===== src/inc/cmp2_map.svh =====
// register offsets, field positions and reset values of comparator two
// assumes a 9-bit byte address on the plain register port
`ifndef CMP2_MAP_SVH
`define CMP2_MAP_SVH
`define CMP2_PRI_ADDR 9'h11a
`define CMP2_SYNC_ADDR 9'h11b
`define CMP2_STAT_ADDR 9'h120
`define CMP2_MASK_ADDR 9'h121
`define CMP2_EN_BIT 7
`define CMP2_RES_BIT 6
`define CMP2_OE_BIT 5
`define CMP2_POL_BIT 4
`define CMP2_SP_BIT 3
`define CMP2_REF_BIT 2
`define CMP2_CH_HI 1
`define CMP2_CH_LO 0
`define CMP2_SYNC_BIT 0
`define CMP2_MIR1_BIT 7
`define CMP2_MIR2_BIT 6
`define CMP2_ST_MISM_BIT 0
`define CMP2_ST_SYNC_BIT 1
`define CMP2_CTRL_RST 7'h00
`define CMP2_SYNC_RST 1'h0
`define CMP2_MASK_RST 2'h0
`define CMP2_STAT_RST 2'h0
`define CMP2_RDATA_RST 8'h00
`endif


===== src/inc/cmp2_pkg.sv =====
// types shared by the comparator two control modules
// assumes cmp2_map.svh for every number
package cmp2_pkg;
  typedef struct packed {
    logic en;
    logic oe;
    logic pol;
    logic sp;
    logic r;
    logic [1:0] ch;
  } cmp2_ctrl_t;

  typedef struct packed {
    cmp2_ctrl_t ctrl;
    logic sync_en;
    logic last_read;
    logic [1:0] status;
    logic [1:0] mask;
    logic [7:0] rdata;
    logic [3:0] route;
    logic ref_dac;
    logic ref_pin;
    logic pin_oe;
    logic irq;
  } cmp2_top_st_t;

  typedef struct packed {
    logic tclk;
    logic sync_val;
    logic result;
    logic upd;
  } cmp2_lat_st_t;
endpackage : cmp2_pkg


===== src/inc/cmp2_res_if.sv =====
// result path signals between the register block and the result latch
// assumes both ends run on the instruction clock
`timescale 1ns/1ps
interface cmp2_res_if;
  logic raw;
  logic pol;
  logic en;
  logic sync_en;
  logic tclk;
  logic ce;
  logic result;
  logic pin_val;
  logic sync_evt;
  modport ctrl (output raw, pol, en, sync_en, tclk, ce,
                input result, pin_val, sync_evt);
  modport lat (input raw, pol, en, sync_en, tclk, ce,
               output result, pin_val, sync_evt);
endinterface : cmp2_res_if


===== src/verilog/cmp2_latch.sv =====
// result latch of comparator two with optional timer clock sync
// assumes the timer clock input is synchronous to the instruction clock
`timescale 1ns/1ps
`include "cmp2_map.svh"
module cmp2_latch (
  input wire logic clk,
  input wire logic rst_b,
  cmp2_res_if.lat res
);
  import cmp2_pkg::*;

  cmp2_lat_st_t s_q;
  cmp2_lat_st_t s_d;
  logic live;
  logic fall;

  always_comb begin
    live = res.en & (res.raw ^ res.pol);
    fall = s_q.tclk & ~res.tclk;
    s_d = s_q;
    s_d.tclk = res.tclk;
    s_d.upd = res.sync_en & fall;
    if (res.sync_en & fall) begin
      s_d.sync_val = live;
    end
    s_d.result = res.sync_en ? s_d.sync_val : live;
  end

  always_ff @(posedge clk or negedge rst_b) begin
    if (!rst_b) begin
      s_q <= '0;
    end else if (res.ce) begin
      s_q <= s_d;
    end
  end

  // pin path stays unlatched unless sync mode holds it
  assign res.pin_val = res.sync_en ? s_q.sync_val : live;
  assign res.result = s_q.result;
  assign res.sync_evt = s_q.upd;

  a_latch_each_cycle: assert property (
    @(posedge clk) disable iff (!rst_b)
    (res.ce && !res.sync_en) |=> (res.result == $past(live)))
    else $error("result not latched from live compare");

  a_polarity_invert: assert property (
    @(posedge clk) disable iff (!rst_b)
    (res.ce && !res.sync_en && res.en && res.pol && res.raw)
    |=> !res.result)
    else $error("inverted polarity not applied");

  a_sync_hold_value: assert property (
    @(posedge clk) disable iff (!rst_b)
    (res.ce && res.sync_en && !(s_q.tclk && !res.tclk))
    |=> $stable(s_q.sync_val))
    else $error("synced result moved without timer falling edge");
endmodule : cmp2_latch


===== src/verilog/cmp2_ctrl.sv =====
// control and status registers of comparator two, with interrupt
// assumes the analog core returns raw high when noninverting > inverting
//
// Local design decision: the strobed register port.
`timescale 1ns/1ps
`include "cmp2_map.svh"

// What this block does
// - The comparator works only while enable bit 7 is one.
// - Channel bits 1:0 route the inverting input to pin 4, 5, 6 or 7.
// - Reference bit 2 picks the DAC when one and the pin when zero.
// - The result reads back in read-only bit 6 of the primary register.
// - Outside sync mode the result is latched every cycle while the pin path is not.
// - Polarity bit 4 inverts the result, else high when plus beats minus.
// - Speed bit 3 picks normal speed when one, low power when zero.
// - The pin is driven only with oe, enable, direction zero, gate open.
// - The interrupt works the same with the pin output on or off.
// - With sync bit 0 set the output changes only on a timer fall.
// - Sync register bits 7 and 6 mirror the first and second results.
// - Bits 5 to 1 of the sync register always read zero.
// - Any reset restores reset values and leaves the comparator off.
module cmp2_ctrl #(
  parameter int ADDR_W = 9
) (
  input wire logic SYS_CLK_IN,
  input wire logic RST_B_IN,
  input wire logic CLK_EN_IN,
  input wire logic [ADDR_W-1:0] ADDR_IN,
  input wire logic [7:0] WDATA_IN,
  input wire logic WR_IN,
  input wire logic RD_IN,
  input wire logic CMP_RAW_IN,
  input wire logic FIRST_RESULT_IN,
  input wire logic PORT_B_DIRECTION_IN,
  input wire logic PULSE_CONTROLLER_ENABLE_IN,
  input wire logic PULSE_CONTROLLER_OUTPUT_MODE_IN,
  input wire logic SLOPE_COMPENSATION_ENABLE_IN,
  input wire logic TIMER_CLOCK_INPUT_IN,
  output logic [7:0] RDATA_OUT,
  output logic COMPARATOR_ENABLE_OUT,
  output logic [3:0] INV_ROUTE_OUT,
  output logic REF_DAC_SEL_OUT,
  output logic REF_PIN_SEL_OUT,
  output logic SPEED_SELECT_OUT,
  output logic COMPARATOR_RESULT_OUT,
  output logic RESULT_PIN_OUT,
  output logic RESULT_PIN_OE_OUT,
  output logic IRQ_OUT
);
  import cmp2_pkg::*;

  if (ADDR_W < 9) begin : g_bad_addr_w
    $error("ADDR_W must hold the 9-bit register offsets");
  end

  logic [1:0] rs_q;
  logic rst_b;
  cmp2_top_st_t s_q;
  cmp2_top_st_t s_d;
  logic [8:0] a;
  logic wr_pri;
  logic wr_sync;
  logic wr_mask;
  logic rd_pri;
  logic rd_sync;
  logic rd_stat;
  logic rd_mask;
  logic mism;
  logic pin_ok;
  logic [1:0] ev;

  cmp2_res_if res ();

  cmp2_latch u_latch (
    .clk(SYS_CLK_IN),
    .rst_b(rst_b),
    .res(res.lat)
  );

  // reset release through two flops
  always_ff @(posedge SYS_CLK_IN or negedge RST_B_IN) begin
    if (!RST_B_IN) begin
      rs_q <= 2'h0;
    end else begin
      rs_q <= {rs_q[0], 1'b1};
    end
  end
  assign rst_b = rs_q[1];

  assign res.raw = CMP_RAW_IN;
  assign res.pol = s_q.ctrl.pol;
  assign res.en = s_q.ctrl.en;
  assign res.sync_en = s_q.sync_en;
  assign res.tclk = TIMER_CLOCK_INPUT_IN;
  assign res.ce = CLK_EN_IN;

  always_comb begin
    a = ADDR_IN[8:0];
    wr_pri = WR_IN && (a == `CMP2_PRI_ADDR);
    wr_sync = WR_IN && (a == `CMP2_SYNC_ADDR);
    wr_mask = WR_IN && (a == `CMP2_MASK_ADDR);
    rd_pri = RD_IN && (a == `CMP2_PRI_ADDR);
    rd_sync = RD_IN && (a == `CMP2_SYNC_ADDR);
    rd_stat = RD_IN && (a == `CMP2_STAT_ADDR);
    rd_mask = RD_IN && (a == `CMP2_MASK_ADDR);
    if (ADDR_W > 9) begin
      if (ADDR_IN >> 9 != '0) begin
        wr_pri = 1'b0;
        wr_sync = 1'b0;
        wr_mask = 1'b0;
        rd_pri = 1'b0;
        rd_sync = 1'b0;
        rd_stat = 1'b0;
        rd_mask = 1'b0;
      end
    end
    mism = res.result != s_q.last_read;
    ev = 2'h0;
    ev[`CMP2_ST_MISM_BIT] = mism;
    ev[`CMP2_ST_SYNC_BIT] = res.sync_evt;

    s_d = s_q;
    s_d.rdata = 8'h00;
    if (wr_pri) begin
      // bit 6 is the result and cannot be written
      s_d.ctrl.en = WDATA_IN[`CMP2_EN_BIT];
      s_d.ctrl.oe = WDATA_IN[`CMP2_OE_BIT];
      s_d.ctrl.pol = WDATA_IN[`CMP2_POL_BIT];
      s_d.ctrl.sp = WDATA_IN[`CMP2_SP_BIT];
      s_d.ctrl.r = WDATA_IN[`CMP2_REF_BIT];
      s_d.ctrl.ch = WDATA_IN[`CMP2_CH_HI:`CMP2_CH_LO];
    end
    if (wr_sync) begin
      s_d.sync_en = WDATA_IN[`CMP2_SYNC_BIT];
    end
    if (wr_mask) begin
      s_d.mask = WDATA_IN[1:0];
    end
    if (rd_pri) begin
      s_d.rdata[`CMP2_EN_BIT] = s_q.ctrl.en;
      s_d.rdata[`CMP2_RES_BIT] = res.result;
      s_d.rdata[`CMP2_OE_BIT] = s_q.ctrl.oe;
      s_d.rdata[`CMP2_POL_BIT] = s_q.ctrl.pol;
      s_d.rdata[`CMP2_SP_BIT] = s_q.ctrl.sp;
      s_d.rdata[`CMP2_REF_BIT] = s_q.ctrl.r;
      s_d.rdata[`CMP2_CH_HI:`CMP2_CH_LO] = s_q.ctrl.ch;
      s_d.last_read = res.result;
    end
    if (rd_sync) begin
      // bits 5:1 stay zero
      s_d.rdata[`CMP2_MIR1_BIT] = FIRST_RESULT_IN;
      s_d.rdata[`CMP2_MIR2_BIT] = res.result;
      s_d.rdata[`CMP2_SYNC_BIT] = s_q.sync_en;
    end
    if (rd_stat) begin
      s_d.rdata[1:0] = s_q.status;
    end
    if (rd_mask) begin
      s_d.rdata[1:0] = s_q.mask;
    end
    // a status read clears the status, a same-cycle event still sets it
    s_d.status = (rd_stat ? 2'h0 : s_q.status) | ev;
    s_d.irq = |(s_d.status & s_d.mask);

    s_d.route = s_d.ctrl.en ? (4'h1 << s_d.ctrl.ch) : 4'h0;
    s_d.ref_dac = s_d.ctrl.en & s_d.ctrl.r;
    s_d.ref_pin = s_d.ctrl.en & ~s_d.ctrl.r;
    pin_ok = s_d.ctrl.oe && s_d.ctrl.en && !PORT_B_DIRECTION_IN &&
             (!PULSE_CONTROLLER_ENABLE_IN ||
              (!PULSE_CONTROLLER_OUTPUT_MODE_IN &&
               !SLOPE_COMPENSATION_ENABLE_IN));
    s_d.pin_oe = pin_ok;
  end

  always_ff @(posedge SYS_CLK_IN or negedge rst_b) begin
    if (!rst_b) begin
      s_q.ctrl <= `CMP2_CTRL_RST;
      s_q.sync_en <= `CMP2_SYNC_RST;
      s_q.last_read <= 1'b0;
      s_q.status <= `CMP2_STAT_RST;
      s_q.mask <= `CMP2_MASK_RST;
      s_q.rdata <= `CMP2_RDATA_RST;
      s_q.route <= 4'h0;
      s_q.ref_dac <= 1'b0;
      s_q.ref_pin <= 1'b0;
      s_q.pin_oe <= 1'b0;
      s_q.irq <= 1'b0;
    end else if (CLK_EN_IN) begin
      s_q <= s_d;
    end
  end

  assign RDATA_OUT = s_q.rdata;
  assign COMPARATOR_ENABLE_OUT = s_q.ctrl.en;
  assign INV_ROUTE_OUT = s_q.route;
  assign REF_DAC_SEL_OUT = s_q.ref_dac;
  assign REF_PIN_SEL_OUT = s_q.ref_pin;
  assign SPEED_SELECT_OUT = s_q.ctrl.sp;
  assign COMPARATOR_RESULT_OUT = res.result;
  // pin value is registered only in sync mode, by the latch
  assign RESULT_PIN_OUT = res.pin_val;
  assign RESULT_PIN_OE_OUT = s_q.pin_oe;
  assign IRQ_OUT = s_q.irq;

  a_disabled_quiet: assert property (
    @(posedge SYS_CLK_IN) disable iff (!rst_b)
    (CLK_EN_IN && !wr_pri && !s_q.ctrl.en && !s_q.sync_en)
    |=> (!COMPARATOR_RESULT_OUT && INV_ROUTE_OUT == 4'h0))
    else $error("disabled comparator still active");

  a_chan_route: assert property (
    @(posedge SYS_CLK_IN) disable iff (!rst_b)
    s_q.ctrl.en |-> (INV_ROUTE_OUT == (4'h1 << s_q.ctrl.ch)))
    else $error("inverting input route wrong");

  a_ref_select: assert property (
    @(posedge SYS_CLK_IN) disable iff (!rst_b)
    s_q.ctrl.en |-> (REF_DAC_SEL_OUT == s_q.ctrl.r &&
                     REF_PIN_SEL_OUT == !s_q.ctrl.r))
    else $error("reference select wrong");

  a_result_readback: assert property (
    @(posedge SYS_CLK_IN) disable iff (!rst_b)
    (CLK_EN_IN && rd_pri)
    |=> RDATA_OUT[`CMP2_RES_BIT] == $past(COMPARATOR_RESULT_OUT))
    else $error("result bit read back wrong");

  a_speed_write: assert property (
    @(posedge SYS_CLK_IN) disable iff (!rst_b)
    (CLK_EN_IN && wr_pri)
    |=> SPEED_SELECT_OUT == $past(WDATA_IN[`CMP2_SP_BIT]))
    else $error("speed select not taken from write");

  a_pin_gate: assert property (
    @(posedge SYS_CLK_IN) disable iff (!rst_b)
    (CLK_EN_IN && (PORT_B_DIRECTION_IN ||
     (PULSE_CONTROLLER_ENABLE_IN &&
      (SLOPE_COMPENSATION_ENABLE_IN || PULSE_CONTROLLER_OUTPUT_MODE_IN))))
    |=> !RESULT_PIN_OE_OUT)
    else $error("pin driven against its gate");

  a_irq_no_pin: assert property (
    @(posedge SYS_CLK_IN) disable iff (!rst_b)
    (CLK_EN_IN && mism) |=> s_q.status[`CMP2_ST_MISM_BIT])
    else $error("mismatch flag missed");

  a_mirror_read: assert property (
    @(posedge SYS_CLK_IN) disable iff (!rst_b)
    (CLK_EN_IN && rd_sync)
    |=> (RDATA_OUT[`CMP2_MIR1_BIT] == $past(FIRST_RESULT_IN) &&
         RDATA_OUT[`CMP2_MIR2_BIT] == $past(COMPARATOR_RESULT_OUT)))
    else $error("mirror bits wrong");

  a_unimpl_zero: assert property (
    @(posedge SYS_CLK_IN) disable iff (!rst_b)
    (CLK_EN_IN && rd_sync) |=> RDATA_OUT[5:1] == 5'h00)
    else $error("unimplemented bits not zero");

  a_reset_off: assert property (
    @(posedge SYS_CLK_IN)
    !rst_b |-> (!COMPARATOR_ENABLE_OUT && !RESULT_PIN_OE_OUT && !IRQ_OUT))
    else $error("comparator not off in reset");

  a_clear_on_read: assert property (
    @(posedge SYS_CLK_IN) disable iff (!rst_b)
    (CLK_EN_IN && rd_pri) |=> s_q.last_read == $past(res.result))
    else $error("primary read did not clear mismatch");

  a_ro_ignored: assert property (
    @(posedge SYS_CLK_IN) disable iff (!rst_b)
    (CLK_EN_IN && wr_sync) |=> s_q.ctrl == $past(s_q.ctrl))
    else $error("sync register write touched control bits");

  a_route_off: assert property (
    @(posedge SYS_CLK_IN) disable iff (!rst_b)
    !s_q.ctrl.en |-> (INV_ROUTE_OUT == 4'h0 && !REF_DAC_SEL_OUT &&
                      !REF_PIN_SEL_OUT))
    else $error("disabled comparator still routed");

  a_rdata_one_cycle: assert property (
    @(posedge SYS_CLK_IN) disable iff (!rst_b)
    (CLK_EN_IN && !RD_IN) |=> RDATA_OUT == 8'h00)
    else $error("read data held past its cycle");

  a_pin_needs_oe: assert property (
    @(posedge SYS_CLK_IN) disable iff (!rst_b)
    (CLK_EN_IN && !wr_pri && !(s_q.ctrl.en && s_q.ctrl.oe))
    |=> !RESULT_PIN_OE_OUT)
    else $error("pin driven without enable and output enable");

  a_sync_evt_flag: assert property (
    @(posedge SYS_CLK_IN) disable iff (!rst_b)
    (CLK_EN_IN && res.sync_evt) |=> s_q.status[`CMP2_ST_SYNC_BIT])
    else $error("synced update not flagged");

  a_stat_clear: assert property (
    @(posedge SYS_CLK_IN) disable iff (!rst_b)
    (CLK_EN_IN && rd_stat && !mism && !res.sync_evt)
    |=> s_q.status == 2'h0)
    else $error("status read did not clear");

  a_unmapped_write: assert property (
    @(posedge SYS_CLK_IN) disable iff (!rst_b)
    (CLK_EN_IN && WR_IN && !wr_pri && !wr_sync && !wr_mask)
    |=> (s_q.ctrl == $past(s_q.ctrl) &&
         s_q.sync_en == $past(s_q.sync_en)))
    else $error("unmapped write changed control bits");
endmodule : cmp2_ctrl


===== config.mk =====
export PLATFORM = sky130hd
export DESIGN_NAME = cmp2_ctrl
export DESIGN_NICKNAME = d
export VERILOG_FILES = /design/src/inc/cmp2_pkg.sv /design/src/inc/cmp2_res_if.sv /design/src/verilog/cmp2_latch.sv /design/src/verilog/cmp2_ctrl.sv
export VERILOG_INCLUDE_DIRS = /design/src /design/src/inc
export SDC_FILE = /design/constraint.sdc
export NUM_CORES = 1
export LEC_CHECK = 0
export ABC_AREA = 1
export BUFFER_PORTS_ARGS = -buffer_cell sky130_fd_sc_hd__buf_2
export CAP_MARGIN = 20
export CORE_UTILIZATION = 23
export DETAILED_ROUTE_END_ITERATION = 6
export GPL_TIMING_DRIVEN = 0
export PLACE_DENSITY = 0.42
export SLEW_MARGIN = 10
export SYNTH_ARGS = -nofsm -noshare
export SYNTH_HDL_FRONTEND = slang
export SYNTH_SLANG_ARGS = --single-unit

===== constraint.sdc =====
create_clock -name SYS_CLK_IN -period 1.15 [get_ports SYS_CLK_IN]
set_clock_uncertainty 0.2 [all_clocks]
set_input_delay 0.0575 -clock SYS_CLK_IN [delete_from_list [all_inputs] [get_ports SYS_CLK_IN]]
set_output_delay 0.0575 -clock SYS_CLK_IN [all_outputs]
set_load 0.1 [all_outputs]

==> results of run 1 <==
==> layout by cell type (no fill, tap or decap), types with 4 or more instances in the layout <==
| cell type | count |
|---|---|
| nand2_1 | 67 |
| dfrtp_1 | 27 |
| buf_2 | 27 |
| buf_4 | 23 |
| inv_1 | 22 |
| buf_12 | 20 |
| nand3_1 | 17 |
| dlygate4sd3_1 | 13 |
| nor2_1 | 12 |
| nand2_2 | 11 |
| o21ai_0 | 10 |
| o21ai_1 | 8 |
| nand4_1 | 8 |
| clkbuf_8 | 7 |
| nand3_2 | 6 |
| dfrtp_2 | 5 |
| inv_2 | 4 |
| clkbuf_1 | 4 |
| nor2_2 | 4 |
==> power by group <==
group | switching, µW | internal [µW] | total [µW]
logic | 654 | 412 | 1070
registers | 109 | 1340 | 1440
clock network | 458 | 547 | 1000
total | 1220 | 2290 | 3520
==> worst min path at each step <==
stage | from | end | slack (ns) | cells after the start
2_1_floorplan | RST_B_IN | rs_q[0] | -0.44 | 0
3_3_place_gp | RST_B_IN | rs_q[0] | -0.36 | 1
3_5_place_dp | RST_B_IN | rs_q[0] | -0.36 | 1
4_1_cts | WR_IN | s_q[16] | -0.02 | 3
5_1_grt | WR_IN | s_q[16] | 0.005 | 3
6_report | WR_IN | s_q[16] | -0.02 | 3
==> logic make-up (layout without fill, tap and decap cells) <==
family | count (synthesis) | count (layout) | synth area share
AND/OR/NAND/NOR | 134 | 134 | 0.333
flip-flops | 35 | 35 | 0.462
XOR/XNOR | 2 | 2 | 0.00924
other | 1 | 1 | 0.00198
buffers and inverters | 46 | 126 | 0.116
AO/OA/AOI/OAI | 28 | 28 | 0.0778
==> cells in the mapped netlist, drive strengths merged <==
| library cell | n | area [µm²] |
|---|---|---|
| a31oi | 2 | 12.5 |
| xor2 | 1 | 8.76 |
| nor2 | 20 | 114 |
| nand4 | 8 | 50.1 |
| nor3 | 1 | 5.00 |
| buf | 13 | 95.1 |
| dfrtp | 35 | 876 |
| clkinv | 1 | 5.00 |
| inv | 27 | 101 |
| o21bai | 1 | 7.51 |
| xnor2 | 1 | 8.76 |
| nand3 | 25 | 143 |
| conb | 1 | 3.75 |
| o21a | 1 | 7.51 |
| o21ai | 22 | 110 |
| a21oi | 2 | 10.0 |
| clkbuf | 5 | 18.8 |
| nand2 | 80 | 320 |
==> per-layer routing <==
metal / track usage / vias up / part of all wire
li1: - / 926 / -
met4: 0.0231 / 0 / 0.0063
met5: 0 / - / 0
met3: 0.0320 / 6 / 0.032
met2: 0.207 / 30 / 0.47
met1: 0.190 / 829 / 0.49
==> layout make-up <==
class                   count  area (µm²)
plain buffers               6        26.3
clock buffers               8         100
fillers                   854        4810
inverters                  28         110
multi-input cells         165         928
flip-flops and latches     35         893
well taps                 102         128
repair buffers             84         856
==> worst reg2reg max path, cell delays in order, from the launching register on <==
cell      delay, ns
dfrtp_1        0.42
xor2_2         0.20
buf_4          0.15
nand3_2        0.06
o21ai_1        0.07
nand2_1        0.08
o21bai_1       0.14
==> sequential cells by signal, summed over array words and instances (netlist names) <==
register	flops
s_q	9
RDATA_OUT	8
INV_ROUTE_OUT	4
rs_q	2
u_latch.s_q	2
COMPARATOR_ENABLE_OUT	1
IRQ_OUT	1
REF_DAC_SEL_OUT	1
REF_PIN_SEL_OUT	1
RESULT_PIN_OE_OUT	1
SPEED_SELECT_OUT	1
res.pol	1
res.sync_en	1
u_latch.res.result	1
u_latch.res.sync_evt	1
==> metrics by stage <==
| stage | setup WS, ns | hold WS [ns] |
|---|---|---|
| floorplan | -0.181 | -0.438 |
| global placement | -0.394 | -0.357 |
| detailed placement | -0.387 | -0.356 |
| CTS | -0.399 | -0.0214 |
| global route | -0.443 | 0.00491 |
| finish | -0.392 | -0.0217 |
==> repair_timing <==
action                                  4_1_cts  5_1_grt
hold endpoints to repair                     17        0
pin swaps                                     7        7
hold buffers                                 13        0
gates resized for setup                      80       30
buffers inserted                             21        4
endpoints found under the setup margin       44       47
==> reports/metrics.cfg, run 1 <==
[worst_setup_path]
critPathLaunch = res.pol
cp.depth = 4
crit_path_max_fanout = 2
crit_required_ns = 0.89
crit_chain = xor2_2 -> nand3_4 -> o21ai_4 -> buf_12
r2r-end = u_latch.res.result
critPathTopFamily = flip-flops
timing_worst_setup_path_type = flip-flop to primary output
slowest_stage = dfrtp_1
end_kind = primary output
r2r_start = res.pol
cp-start-kind = flip-flop
crit_arrival_ns = 1.28
cpPeakStageDelay_ns = 0.42
cp.buffers_inverters = 1
r2r_cells = 6
critPathCapture = RESULT_PIN_OUT
reg2reg_slack_ns = -0.23

[global_routing]
grt_max_degree = 34
grt_pass1_wl_mm = 8.80
antenna_found_initial = 0
grt_pass1_vias = 1778
grt_overflow = 0
gr-usage-all-layers = 0.133

[sta]
fin_hold_ws_ns = -0.0217
layout_setup_ws_ns = -0.392
fin_crit_ns = 1.54
hold_viol_final = 3
tightest_slew_ns = 0.538
slew-limit-headroom = 0.641
drv_slew = 0
period_share = 1.34
setup_viol = 16
fin_setup_tns_ns = -2.53
fmax_ghz = 0.649
rsz0062_at_grt = true

[cells_and_area]
stdcell_count = 428
final_layout_size_suffix_gt1_frac = 0.402
final_cell_area_um2 = 3040
nets = 354
antennaDiodeCount = 0
area_growth_pct = 60.4
fin_util = 0.388

[place]
dp.cells = 394
dp_hpwl_mm = 3.72
post_dp_cell_area_um2 = 2330
portBuffers = 46
gp_congestion = 0.760

[run]
maxCapViolCount = 0

[cts]
cts_buffers = 5
root_buffer = clkbuf_8
clk_latency_ns = 0.29
cts_buffer_depth = 2
htreeDepth = 2
cts_tree = yes
clkTransAtPathRegs_ns = 0.07
cts.sinks = 35

[drt]
firstDrtPassIters = 4
wirelength_mm = 5.23
routedWlPerCell_um = 12.2
drtIter0Drc = 96
drcViolationCount = 0
num_vias = 1791
ant_nets = 0
vias_per_cell = 4.18

[power]
p_per_area_nw_per_um2 = 1160
vdd.ir_drop.worst_mv = 0.528
p_total_uw = 3520
leakage_uw = 0.00146

[synthesis]
ys_seq_area_frac = 0.462
ys_types = 27
postSynthAreaPerCell_um2 = 7.71
synth_warnings = 0
ys_ff_latch = 35
synth_cells = 246
syn_nets = 275
syn_area_um2 = 1900

[floorplanning]
die_w_um = 92.8
die_h_um = 92.8
io_pins = 49
start_util = 0.242
row_count = 32
dieArea_um2 = 8610
core_area_um2 = 7850

[outcome]
outcome = finished, violations left
violations = negative hold slack, negative setup slack

[min_path]
hp-class = primary input to flip-flop

Power figures use the tool's default switching activity.
==> run 2, diff against run 1 <==
Settings changed: PLACE_DENSITY 0.42 to 0.41, SYNTH_HIERARCHICAL from default to 1.
==> reports/metrics.cfg, run 2 <==
[synthesis]
syn_area_um2 = 1940  ; +2.1%
synth_top_family_by_area = simple AND/OR/NAND/NOR gates
muxShareOfSynthArea = 0  ; unchanged
yosysTopAreaCellShare = 0.452  ; -0.00955
synth-simple-area-share = 0.335  ; +0.00216
yosysMostFrequentCell = nand2_1
synth_compound_area_frac = 0.0775  ; -0.000317
synth_warnings = 6  ; +6
synth_edf_count = 0  ; unchanged
ys_ff_latch = 35  ; unchanged
ys_seq_area_frac = 0.452  ; -0.00955
synth-xor-area-share = 0.00452  ; -0.00471
async_flop_share = 1.00  ; unchanged
synth_adder_area_share = 0  ; unchanged
ys_types = 26  ; -3.7%
yosysTopAreaCell = dfrtp_1
ys.flop_type = dfrtp_1
synth_cells = 259  ; +5.3%
ys_top_cells_by_count = nand2_1, inv_1, dfrtp_1
syn_nets = 288  ; +4.7%
synth_area_leaders = dfrtp_1, nand2_1, inv_1, nand3_1, buf_4
postSynthAreaPerCell_um2 = 7.48  ; -3.0%

[cells_and_area]
final_cell_area_um2 = 3040  ; unchanged
largest_register_ffs = 9  ; unchanged
final_layout_size_suffix_gt1_frac = 0.381  ; -0.0205
fillers = 862  ; +0.94%
multi_input_area_um2 = 938  ; +1.1%
layout_common_cells = nand2_1, inv_1, dfrtp_1
nets = 361  ; +2.0%
regMostFlops = s_q
final_common_cell = nand2_1
antennaDiodeCount = 0  ; unchanged
register_area_um2 = 897  ; +0.42%
area_growth_pct = 57.0

[global_routing]
grtUsageMet2 = 0.195  ; -0.0119
busiest_layer = met2
grt_overflow = 0  ; unchanged
grt_pass1_wl_mm = 8.24  ; -6.4%
grt_pass1_vias = 1719  ; -3.3%
use_met1 = 0.166  ; -0.0236
grt_use_met3 = 0.0267  ; -0.00532
grt_max_degree = 34  ; unchanged
gr-usage-all-layers = 0.121  ; -0.0124
antenna_found_initial = 0  ; unchanged

[worst_setup_path]
cpPeakStageDelay_ns = 0.37  ; -0.05 ns
end_kind = primary output
crit_chain = inv_1 -> nand2_2 -> nand3_4 -> a21oi_4 -> buf_12
crit_arrival_ns = 1.22  ; -0.06 ns
cp.buffers_inverters = 2  ; +1
crit_required_ns = 0.89  ; about the same
crit_path_max_fanout = 3  ; +1
slowest_stage = dfrtp_1
timing_worst_setup_path_type = flip-flop to primary output
r2r_start = COMPARATOR_ENABLE_OUT
critPathLaunch = res.pol
critPathTopFamily = flip-flops
cp-start-kind = flip-flop

[floorplanning]
io_pins = 49  ; unchanged
start_util = 0.237  ; -0.00479
die_w_um = 93.8  ; +1.0%
core_area_um2 = 8180  ; +4.2%
dieArea_um2 = 8790  ; +2.1%
die_h_um = 93.8  ; +1.0%
row_count = 33  ; +3.1%

[drt]
vias_per_cell = 4.13  ; -1.3%
drtIter0Drc = 58  ; -40%
ant_nets = 0  ; unchanged
num_vias = 1809  ; +1.0%
drcViolationCount = 0  ; unchanged
routedWlPerCell_um = 11.3  ; -7.4%
wirelength_mm = 4.96  ; -5.2%
firstDrtPassIters = 4  ; unchanged

[place]
post_dp_cell_area_um2 = 2340  ; +0.75%
dp_hpwl_mm = 3.54  ; -4.9%
portBuffers = 47  ; +2.2%
gp_congestion = 0.717  ; -5.6%

[min_path]
min_from = WDATA_IN[0]
hp-class = primary input to flip-flop

[sta]
slew-limit-headroom = 0.666  ; +0.0251
fmax_ghz = 0.678  ; +4.5%
period_share = 1.28  ; -0.0574
layout_setup_ws_ns = -0.326  ; +0.0660 ns
drv_slew = 0  ; unchanged
setup_viol = 16  ; unchanged
fin_setup_tns_ns = -2.57  ; -0.0412 ns
fin_hold_ws_ns = -0.0654  ; -0.0437 ns
hold_viol_final = 4  ; +1
rsz0062_at_grt = true
fin_crit_ns = 1.48  ; -0.0660 ns
tightest_slew_ns = 0.500  ; -0.0376 ns

[outcome]
violations = negative hold slack, negative setup slack
outcome = finished, violations left

[cts]
cts_buffers = 5  ; unchanged
clkTransAtPathRegs_ns = 0.07  ; about the same
clk_latency_ns = 0.28  ; about the same
cts_buffer_depth = 2  ; unchanged
htreeDepth = 2  ; unchanged
cts_tree = yes
cts.sinks = 35  ; unchanged
hold_buffers = 12  ; -1
root_buffer = clkbuf_8

[power]
leakage_uw = 0.00151  ; +3.2%
vdd.ir_drop.worst_mv = 0.912  ; +73%
p_per_area_nw_per_um2 = 1130  ; -2.2%
p_total_uw = 3440  ; -2.2%

[run]
maxCapViolCount = 0  ; unchanged

[run 2: repair_timing]
action	in CTS	in global routing
resized for setup	86	42
pin swaps	2	12
buffers inserted	10	8
gates cloned	0	1
hold endpoints to repair	17	1
setup endpoints to repair	44	49
[run 2: layout make-up]
type	instances	share of cell area
multi-input combinational	171	0.309
sequential	35	0.295
timing repair buffer	76	0.262
inverter	38	0.0469
tap	105	0.0432
clock buffer	7	0.0251
clock inverter	1	0.00987
buffer	5	0.00987
[run 2: metrics by stage]
stage          setup WS [ns]  utilization  instances
6_report              -0.326        0.372        438
2_1_floorplan         -0.448            -        259
4_1_cts               -0.337        0.354        434
3_3_place_gp          -0.384        0.287        411
5_1_grt               -0.384        0.372        438
3_5_place_dp          -0.355        0.287        411
[run 2: worst min-delay path, delay by kind of cell]
kind            cells  cell delay [ns]
buf+inv             1             0.11
compound gates      1             0.09
simple gates        1             0.12
[run 2: metal layers]
metal  up-vias  share of wire  wire length [µm]
met4         0         0.0032                16
met3         3          0.032               161
met5         -              0                 0
met1       834           0.47              2340
li1        941              -                 -
met2        31           0.49              2440
[run 2: worst paths after layout]
| kind | endpoint | slack, ns | cells after the start |
|---|---|---|---|
| setup / recovery | RESULT_PIN_OUT | -0.33 | 5 |
| hold / removal | s_q[16] | -0.07 | 3 |
| setup reg to reg | COMPARATOR_ENABLE_OUT | -0.22 | 6 |
| hold reg to reg | u_latch/res.result | 0.08 | 0 |
| max in group asynchronous | rs_q[1] | 0.21 | 3 |
| min in group asynchronous | u_latch/res.result | 0.08 | 0 |
[run 2: cell families (layout without fill, tap and decap cells)]
| group | count (synthesis) | in the layout |
|---|---|---|
| DFF | 35 | 35 |
| and+or+nand+nor | 140 | 141 |
| buffers and inverters | 54 | 127 |
| AOI/OAI and AO/OA | 28 | 28 |
| other | 1 | 1 |
| xor gates and xnor gates | 1 | 1 |
[run 2: power breakdown]
part	switching, µW	leakage (µW)	internal, µW
logic	566	0.00101	365
registers	94.7	0.000448	1320
clock network	445	0.0000524	649
total	1110	0.00151	2330
